<file path="config.mk">
export PLATFORM = sky130hd
export DESIGN_NAME = dsae_engine
export DESIGN_NICKNAME = d
export VERILOG_FILES = /design/src/pkg/dsae_pkg.sv /design/src/pkg/dsae_merge_if.sv /design/src/core/dsae_engine.sv /design/src/core/dsae_merge.sv
export SDC_FILE = /design/constraint.sdc
export NUM_CORES = 1
export LEC_CHECK = 0
export BUFFER_PORTS_ARGS = -buffer_cell sky130_fd_sc_hd__clkbuf_2
export CAP_MARGIN = 30
export CORE_MARGIN = 10
export CORE_UTILIZATION = 30
export CTS_BUF_LIST = sky130_fd_sc_hd__clkbuf_8
export DETAILED_ROUTE_END_ITERATION = 12
export PLACE_DENSITY_LB_ADDON = 0.3
export SLEW_MARGIN = 20
export SYNTH_ARGS = -nofsm -noshare
export SYNTH_HDL_FRONTEND = slang
export SYNTH_HIERARCHICAL = 1
export SYNTH_SLANG_ARGS = --single-unit
</file>
<file path="constraint.sdc">
create_clock -name ref_clk -period 2.1 [get_ports ref_clk]
set_input_delay 0.315 -clock ref_clk [delete_from_list [all_inputs] [get_ports ref_clk]]
set_output_delay 0.315 -clock ref_clk [all_outputs]
set_load 0.01 [all_outputs]
</file>
<file path="src/pkg/dsae_pkg.sv">
// Constants and types shared by the decorated store AND/OR engine.
package dsae_pkg;
    localparam int ADDR_W = 32;
    localparam int DATA_W = 32;
    // Decoration field positions in the upstream address.
    localparam int TOP_BIT = 31;
    localparam int SPACE_HI = 30;
    localparam int SPACE_LO = 29;
    localparam int OP_HI = 28;
    localparam int OP_LO = 26;
    localparam int OFFSET_W = 20;
    localparam logic [1:0] SPACE_RAM = 2'h1;
    localparam logic [1:0] SPACE_PERIPH = 2'h2;
    localparam logic [2:0] OP_AND = 3'h1;
    localparam logic [2:0] OP_OR = 3'h2;
    localparam logic [31:0] BASE_RAM = 32'h2000_0000;
    localparam logic [31:0] BASE_PERIPH = 32'h4000_0000;
    // Transfer type encodings of the system bus.
    localparam logic [1:0] TRANS_IDLE = 2'h0;
    localparam logic [1:0] TRANS_NONSEQ = 2'h2;
    // Values after reset.
    localparam logic [31:0] RST_ADDR = 32'h0000_0000;
    localparam logic [2:0] RST_SIZE = 3'h0;
    localparam logic [31:0] RST_RESULT = 32'h0000_0000;

    typedef enum logic [1:0] {
        ST_PASS,
        ST_READ,
        ST_WRITE
    } dsae_state_e;
endpackage : dsae_pkg

</file>
<file path="src/pkg/dsae_merge_if.sv">
// Carrier between the engine sequencer and its read-modify unit.
`timescale 1ns/10ps
interface dsae_merge_if;
    logic capture;
    logic opAnd;
    logic [31:0] readData;
    logic [31:0] writeData;
    logic [31:0] result;
    modport seq (output capture, output opAnd, output readData, output writeData, input result);
    modport unit (input capture, input opAnd, input readData, input writeData, output result);
endinterface : dsae_merge_if

</file>
<file path="src/core/dsae_engine.sv">
// Decorated store AND/OR engine between the core bus master and a crossbar port.
//
// Summary of operation
// - Decorated AND store reads target, ANDs with store data, writes result atomically.
// - Decorated OR store reads target, ORs with store data, writes result atomically.
// - Operand size follows the store size; read and write-back use it.
// - Address bits 30:29 select space: 01 RAM, 10 peripheral.
// - Address bits 28:26 equal 001 select the AND store.
// - Address bits 28:26 equal 010 select the OR store.
// - Target is low twenty address bits added to the space base.
// - Don't-care address bits are ignored in decode and target forming.
// - First cycle drives real address as a read and captures attributes.
// - Second cycle reissues captured address as write while read completes.
// - AND result is captured during the second-cycle data phase.
// - OR result is captured during the second-cycle data phase.
// - Third cycle drives the result register onto downstream write data.
// - Master is stalled during the second cycle; slave wait states pass through otherwise.
// - Decoration bits are stripped before the address goes downstream.
// - Non-decorated accesses pass through combinationally without extra stages.
`timescale 1ns/10ps
module dsae_engine (
    input wire logic ref_clk,
    input wire logic rst,
    input wire logic [31:0] hAddrUp,
    input wire logic [1:0] hTransUp,
    input wire logic hWriteUp,
    input wire logic [2:0] hSizeUp,
    input wire logic [31:0] hWdataUp,
    output logic hReadyUp,
    output logic [31:0] hRdataUp,
    output logic hRespUp,
    output logic [31:0] hAddrDn,
    output logic [1:0] hTransDn,
    output logic hWriteDn,
    output logic [2:0] hSizeDn,
    output logic [31:0] hWdataDn,
    input wire logic hReadyDn,
    input wire logic [31:0] hRdataDn,
    input wire logic hRespDn
);
    typedef struct packed {
        dsae_pkg::dsae_state_e state;
        logic [31:0] addr;
        logic [2:0] size;
        logic opAnd;
    } dsae_engine_s;

    dsae_engine_s st_q;
    dsae_engine_s st_d;
    dsae_merge_if mrg ();

    logic [1:0] space;
    logic [2:0] opCode;
    logic spaceOk;
    logic opOk;
    logic decorated;
    logic taken;
    logic [31:0] base;
    logic [31:0] target;

    // Only the top bit, space, operation and offset fields are looked at; the rest are don't-care.
    assign space = hAddrUp[dsae_pkg::SPACE_HI:dsae_pkg::SPACE_LO];
    assign opCode = hAddrUp[dsae_pkg::OP_HI:dsae_pkg::OP_LO];
    assign spaceOk = (space == dsae_pkg::SPACE_RAM) || (space == dsae_pkg::SPACE_PERIPH);
    assign opOk = (opCode == dsae_pkg::OP_AND) || (opCode == dsae_pkg::OP_OR);
    assign decorated = !hAddrUp[dsae_pkg::TOP_BIT] && spaceOk && opOk
        && hWriteUp && hTransUp[1];
    assign base = (space == dsae_pkg::SPACE_RAM) ? dsae_pkg::BASE_RAM : dsae_pkg::BASE_PERIPH;
    assign target = base + {12'h000, hAddrUp[dsae_pkg::OFFSET_W-1:0]};

    // An address phase is accepted only when the previous data phase finishes.
    assign taken = decorated && hReadyDn && (st_q.state != dsae_pkg::ST_READ);

    always_comb begin
        st_d = st_q;
        case (st_q.state)
            dsae_pkg::ST_PASS, dsae_pkg::ST_WRITE: begin
                if (taken) begin
                    st_d.state = dsae_pkg::ST_READ;
                    st_d.addr = target;
                    st_d.size = hSizeUp;
                    st_d.opAnd = (opCode == dsae_pkg::OP_AND);
                end else if (hReadyDn) begin
                    st_d.state = dsae_pkg::ST_PASS;
                end
            end
            dsae_pkg::ST_READ: begin
                // The write address phase is held until the read data phase is accepted.
                if (hReadyDn) begin
                    st_d.state = dsae_pkg::ST_WRITE;
                end
            end
            default: begin
                st_d.state = dsae_pkg::ST_PASS;
            end
        endcase
    end

    always_ff @(posedge ref_clk or posedge rst) begin
        if (rst) begin
            st_q <= '{state: dsae_pkg::ST_PASS, addr: dsae_pkg::RST_ADDR,
                      size: dsae_pkg::RST_SIZE, opAnd: 1'b0};
        end else begin
            st_q <= st_d;
        end
    end

    assign mrg.capture = (st_q.state == dsae_pkg::ST_READ) && hReadyDn;
    assign mrg.opAnd = st_q.opAnd;
    assign mrg.readData = hRdataDn;
    // Lane replication by the master lets the full word be combined regardless of size.
    assign mrg.writeData = hWdataUp;

    dsae_merge u_merge (
        .ref_clk(ref_clk),
        .rst(rst),
        .mrg(mrg)
    );

    // Pass-through must stay combinational to add no latency, so these outputs are muxes.
    always_comb begin
        hAddrDn = hAddrUp;
        hTransDn = hTransUp;
        hWriteDn = hWriteUp;
        hSizeDn = hSizeUp;
        hWdataDn = hWdataUp;
        hReadyUp = hReadyDn;
        hRdataUp = hRdataDn;
        hRespUp = hRespDn;
        if (st_q.state == dsae_pkg::ST_READ) begin
            hAddrDn = st_q.addr;
            hTransDn = dsae_pkg::TRANS_NONSEQ;
            hWriteDn = 1'b1;
            hSizeDn = st_q.size;
            hReadyUp = 1'b0;
            hRespUp = 1'b0;
        end else if (decorated) begin
            // Stripped even while the slave stalls, so no slave ever sees a decoration.
            hAddrDn = target;
            hWriteDn = 1'b0;
        end
        if (st_q.state == dsae_pkg::ST_WRITE) begin
            hWdataDn = mrg.result;
        end
    end

    logic inRead;
    logic inWrite;
    assign inRead = (st_q.state == dsae_pkg::ST_READ);
    assign inWrite = (st_q.state == dsae_pkg::ST_WRITE);
endmodule : dsae_engine

</file>
<file path="src/core/dsae_merge.sv">
// Read-modify unit: combines read data with store data into the result register.
`timescale 1ns/10ps
module dsae_merge (
    input wire logic ref_clk,
    input wire logic rst,
    dsae_merge_if.unit mrg
);
    typedef struct packed {
        logic [31:0] result;
    } dsae_merge_s;

    dsae_merge_s st_q;
    dsae_merge_s st_d;

    always_comb begin
        st_d = st_q;
        if (mrg.capture) begin
            if (mrg.opAnd) begin
                st_d.result = mrg.readData & mrg.writeData;
            end else begin
                st_d.result = mrg.readData | mrg.writeData;
            end
        end
    end

    always_ff @(posedge ref_clk or posedge rst) begin
        if (rst) begin
            st_q <= '{result: dsae_pkg::RST_RESULT};
        end else begin
            st_q <= st_d;
        end
    end

    assign mrg.result = st_q.result;
endmodule : dsae_merge

</file>
Yosys cells after proc, flatten, opt, wreduce, memory -nomap -nowiden
Cells that the tools add are included.
{"block": "word_totals", "input_bits": 106, "regBits": 70, "rom_bits": 0, "latch_bits": 0, "n_memories": 0, "ram_bits": 0}
{"block": "classes", "add_sub_neg": 1, "muxes": 15, "n_eq_ne": 9, "shift": 0, "div": 0, "bitwise_logic": 2, "reduce_logical": 14, "mul": 0, "n_lt_le_gt_ge": 0}
{"operator": "$mux 32", "count": 4}
{"operator": "$add 31x20->32", "count": 1}
{"operator": "$and 32x32->32", "count": 1}
{"operator": "$or 32x32->32", "count": 1}
{"operator": "$mux 31", "count": 1}
{"operator": "$mux 2", "count": 4}
{"operator": "$logic_and 1x1->1", "count": 7}
{"operator": "$eq 2x1->1 const B", "count": 2}
{"operator": "$eq 2x2->1 const B", "count": 2}
{"operator": "$mux 1", "count": 4}
{"operator": "$pmux 2 s2", "count": 1}
{"operator": "$reduce_and 2->1", "count": 2}
{"operator": "$eq 3x1->1 const B", "count": 1}
{"operator": "$eq 3x2->1 const B", "count": 1}
{"operator": "$mux 3", "count": 1}
{"operator": "$ne 3x3->1 const B", "count": 1}
{"operator": "$logic_not 2->1", "count": 1}
{"operator": "$logic_or 1x1->1", "count": 2}
{"operator": "$ne 2x1->1 const B", "count": 1}
{"operator": "$ne 2x2->1 const B", "count": 1}
{"operator": "$reduce_or 2->1", "count": 1}
{"operator": "$logic_not 1->1", "count": 1}

Logic depth before layout (Yosys ltp)
{"block": "logic_depth", "ltp_word": 10, "depth_mapped": 7, "ltp_nobuf": 5}

Cells and area by module
The synthesis kept the hierarchy.
{"module": "dsae_engine", "instances": 1, "cells_each": 249, "area_each_um2": 2353.5}
{"module": "dsae_merge", "instances": 1, "cells_each": 173, "area_each_um2": 1510.2}

Worst setup path after synthesis
OpenSTA, ideal clock, no wires.
{"block": "synth_path", "kind": "input-to-reg", "startpoint": "input hAddrUp[30]", "endpoint": "register st_q[15] in the netlist's numbering", "path_buffers": 2, "path_slack_ns": 0.419, "stages": 7, "t_required_ns": 1.975, "arrival_time_ns": 1.556, "path_cell_list": "inv_1 -> ha_1 -> and3b_1 -> buf_2 -> nand3_4 -> buf_6 -> mux2_4"}
{"block": "synth_via", "elab_chain_cells": 9, "elab_cells_between_ends": 10, "cone_classes": "eq/ne: 2; reduce/logical: 8"}
{"element": "start: declaration", "line_no": "dsae_engine.sv:24", "source": "input wire logic [31:0] hAddrUp,"}
{"element": "$eq 2x1->1 / $eq 2x2->1 (equally long branches)", "line_no": "dsae_engine.sv:64", "source": "assign spaceOk = (space == dsae_pkg::SPACE_RAM) || (space == dsae_pkg::SPACE_PERIPH);"}
{"element": "$logic_or 1x1->1 (*)", "line_no": "dsae_engine.sv:64"}
{"element": "$logic_and 1x1->1 (*) (2 in series)", "line_no": "dsae_engine.sv:66", "source": "assign decorated = !hAddrUp[dsae_pkg::TOP_BIT] && spaceOk && opOk"}
{"element": "$logic_and 1x1->1 (*) (2 in series)", "line_no": "dsae_engine.sv:67", "source": "&& hWriteUp && hTransUp[1];"}
{"element": "$logic_and 1x1->1 (*) (2 in series)", "line_no": "dsae_engine.sv:72", "source": "assign taken = decorated && hReadyDn && (st_q.state != dsae_pkg::ST_READ);"}
{"element": "$reduce_and 2->1 (no line) (*)"}
{"element": "end signal: assignment", "line_no": "dsae_engine.sv:101", "source": "st_q <= '{state: dsae_pkg::ST_PASS, addr: dsae_pkg::RST_ADDR,"}
{"element": "end signal: assignment", "line_no": "dsae_engine.sv:104", "source": "st_q <= st_d;"}
{"element": "end: declaration", "line_no": "dsae_engine.sv:48", "source": "dsae_engine_s st_q;"}
Every way passes the cells marked *; elsewhere a longest branch is shown, timed or not.
A chain may end at the register's enable or synchronous reset.

Final worst setup path
{"block": "layout_path", "startpoint": "register st_q[36] in the netlist's numbering", "endpoint": "output hWdataDn[3]"}
{"block": "layout_via", "elab_chain_cells": 2}
{"element": "$eq 2x2->1", "line_no": "dsae_engine.sv:142", "source": "if (st_q.state == dsae_pkg::ST_WRITE) begin"}
{"element": "$mux 32", "line_no": "dsae_engine.sv:142"}
{"element": "end: declaration", "line_no": "dsae_engine.sv:36", "source": "output logic [31:0] hWdataDn,"}
Every way passes these cells.

==> impl_metrics.env <==
export IMPL_synth_edf_count=0
export IMPL_drive_gt1_share_pct=50.8
export IMPL_wirelength_mm=11.8
export IMPL_synthFlopType="dfrtp_1"
export IMPL_start_util_pct=30.6
export IMPL_grt_pass1_vias=3658
export IMPL_setup_viol=0
export IMPL_max_cap_violations=0
export IMPL_worst_slew_pin_slew_ps=378
export IMPL_grt_use_total_pct=12.8
export IMPL_combPwrFrac_pct=26.1
export IMPL_finalMaxSlewViolations=0
export IMPL_synth_seq_area_share_pct=38.9
export IMPL_slew_headroom_pct=74.8
export IMPL_clkPwrFrac_pct=25.3
export IMPL_slowest_stage="dfrtp_1"
export IMPL_grt_pass1_wl_mm=19.0
export IMPL_max_stage_delay_ps=450
export IMPL_synth_cell_types=38
export IMPL_cts_reportedPaths_clkPinSlew_ps=70
export IMPL_hold_violations=0
export IMPL_final_antenna_net_count=0
export IMPL_critPathLaunchType="flip-flop"
export IMPL_final_setup_tns_ps=0
export IMPL_grt_ovfl_total=0
export IMPL_synth_seq_cells=60
export IMPL_drt_first_pass_iters=4
export IMPL_multiInputGateArea_um2=1850
export IMPL_p_sw_uw=969
export IMPL_p_sw_share_pct=29.9
export IMPL_synthToLayoutAreaGrowth_pct=29.9
export IMPL_cts_max_level=3
export IMPL_nNetsFinal=702
export IMPL_p_int_uw=2280
export IMPL_synth_area_top_cells="dfrtp_1 39%, mux2_2 12%, mux2_4 7.4%, buf_4 6.8%, nand2_1 6.7%"
export IMPL_crit_path_max_fanout=18
export IMPL_cp_arrival_ps=1660
export IMPL_synthCells=422
export IMPL_num_vias=3501
export IMPL_final_common_cell="clkbuf_2"
export IMPL_path_cells="nor2b_4 > buf_6 > mux2_2 > clkbuf_2"
export IMPL_synth_area_leader_cell="dfrtp_1"
export IMPL_fin_skew_ps=9.81
export IMPL_endpoint_kind="primary output"
export IMPL_io_buffers=209
export IMPL_finish_utilization_pct=39.8
export IMPL_num_io_pins=210
export IMPL_period_minus_slack_ps=1970
export IMPL_async_flop_share_pct=100
export IMPL_powerDensity_nw_per_um2=646
export IMPL_leakagePower_uw=0.00274
export IMPL_yosysWarnings=6
export IMPL_post_route_period_util_pct=94.0
export IMPL_netlist_area_leader_share_pct=38.9
export IMPL_worst_hold_path_type="input port to flip-flop"
export IMPL_drc_errors=0
export IMPL_irDropWorstVdd_mv=0.232
export IMPL_antenna_found_initial=0
export IMPL_die_area_um2=17800
export IMPL_drtIter0Drc=164
export IMPL_clk_path_buf_depth=2
export IMPL_viasPerCell=4.55
export IMPL_die_h_um=133
export IMPL_gp_congestion=0.765
export IMPL_power_frac_seq_pct=48.6
export IMPL_cts_sinks=60
export IMPL_wl_per_cell_um=15.3
export IMPL_clk_latency_ps=330
export IMPL_syn_nets=529
export IMPL_crit_required_ps=1780
export IMPL_clockRootBuffer="clkbuf_8"
export IMPL_final_seq_area_um2=1500
export IMPL_post_cts_buffers=0
export IMPL_cts_tree="yes"
export IMPL_rows=41
export IMPL_grt_max_degree=35
export IMPL_coreArea_um2=12600
export IMPL_critPathKind="flip-flop to primary output"
export IMPL_postSynthAreaPerCell_um2=9.16
export IMPL_die_w_um=133
export IMPL_status="completed"
export IMPL_synthesis_area_um2=3860
export IMPL_dp_hpwl_mm=9.43
export IMPL_fmax_mhz=506
export IMPL_fill_cells=1299
export IMPL_cts_made_buffers=9
export IMPL_antenna_cells=0
export IMPL_mostFrequentLayoutCells="209 x clkbuf_2, 69 x nand2_1, 60 x dfrtp_1"
export IMPL_rsz0062_at_grt="no"
==> worst max-delay path, delay by kind of cell, from the launching register on <==
| kind | cells | cell delay [ps] |
|---|---|---|
| simple gates | 1 | 160 |
| buf+inv | 2 | 340 |
| flops | 1 | 450 |
| mux | 1 | 370 |
==> power by group through the flow <==
stage / combinational [uW] / sequential, uW / clock (uW)
floorplan: 575 / 1550 / 0
global placement: 838 / 1580 / 0
detailed placement: 861 / 1590 / 0
CTS: 863 / 1580 / 875
global route: 957 / 1610 / 917
finish: 848 / 1580 / 820
==> cell usage after synthesis, types with 2 or more instances <==
cell type and number:
o22ai_1 31, nor2b_1 2, and2_1 5, nor2_1 4
o21ai_0 32, a21oi_1 31, and3_1 6, o31ai_1 2
clkbuf_1 15, buf_6 2, nand2_1 69, o211a_1 2
buf_4 35, dfrtp_1 60, nand2b_1 2, inv_1 35
mux2_4 19, nand4_1 2, mux2_2 40, a31oi_1 2
buf_2 9
==> state kept, by name, indices dropped and copies added, names as in the netlist <==
| name | cells |
|---|---|
| u_merge/mrg.result | 32 |
| mrg.opAnd | 1 |
| st_q | 27 |
==> through the flow <==
step	hold slack, ps	cells	area (um2)	power, uW	worst slack (ps)
final	232	769	5020	3240	125
after CTS	202	769	5010	3310	39.3
after detailed placement	260	755	4860	2450	234
after global routing	208	769	5020	3490	23.8
after floorplan	380	422	3860	2120	419
after global placement	259	755	4860	2420	252
==> area by class of cell <==
| type | instances | share of cell area, % |
|---|---|---|
| tap | 172 | 4.29 |
| inverter | 36 | 2.69 |
| sequential | 60 | 29.9 |
| clock buffer | 9 | 2.47 |
| timing repair buffer | 223 | 23.4 |
| clock inverter | 4 | 0.399 |
| multi-input combinational | 265 | 36.8 |
==> timing repair <==
item | CTS | global route
hold buffers | 1 | 0
resized for setup | 0 | 2
hold endpoints to repair | 4 | 0
endpoints found under the setup margin | 0 | 18
==> path summary, 6_finish.rpt <==
check	startpoint	to	slack (ps)	cells after the start
setup / recovery	st_q[36]	hWdataDn[3]	130	4
hold / removal	hAddrUp[17]	st_q[21]	230	2
setup reg to reg	st_q[36]	st_q[7]	510	4
hold reg to reg	u_merge/mrg.result[30]	u_merge/mrg.result[30]	510	1
max in group asynchronous	rst	u_merge/mrg.result[19]	990	4
min in group asynchronous	rst	u_merge/mrg.result[28]	450	3
==> logic make-up (layout without fill, tap and decap cells) <==
| logic type | Yosys count | count (layout) | share of synthesized area, % |
|---|---|---|---|
| buf+inv | 97 | 272 | 13.5 |
| flops | 60 | 60 | 38.9 |
| fa+ha+maj | 2 | 2 | 0.615 |
| mux | 59 | 59 | 19.0 |
| simple gates | 98 | 98 | 12.0 |
| compound gates | 104 | 104 | 15.3 |
| xor+xnor | 2 | 2 | 0.648 |
==> routing by layer <==
metal / up-vias / global-route usage, % / share of wire (%)
met3: 12 / 6.50 / 12
met4: 0 / 4.17 / 1.1
met5: - / 0 / 0
met1: 1579 / 15.1 / 43
met2: 151 / 19.8 / 44
li1: 1759 / - / -
(Power assumes the default switching activity.)
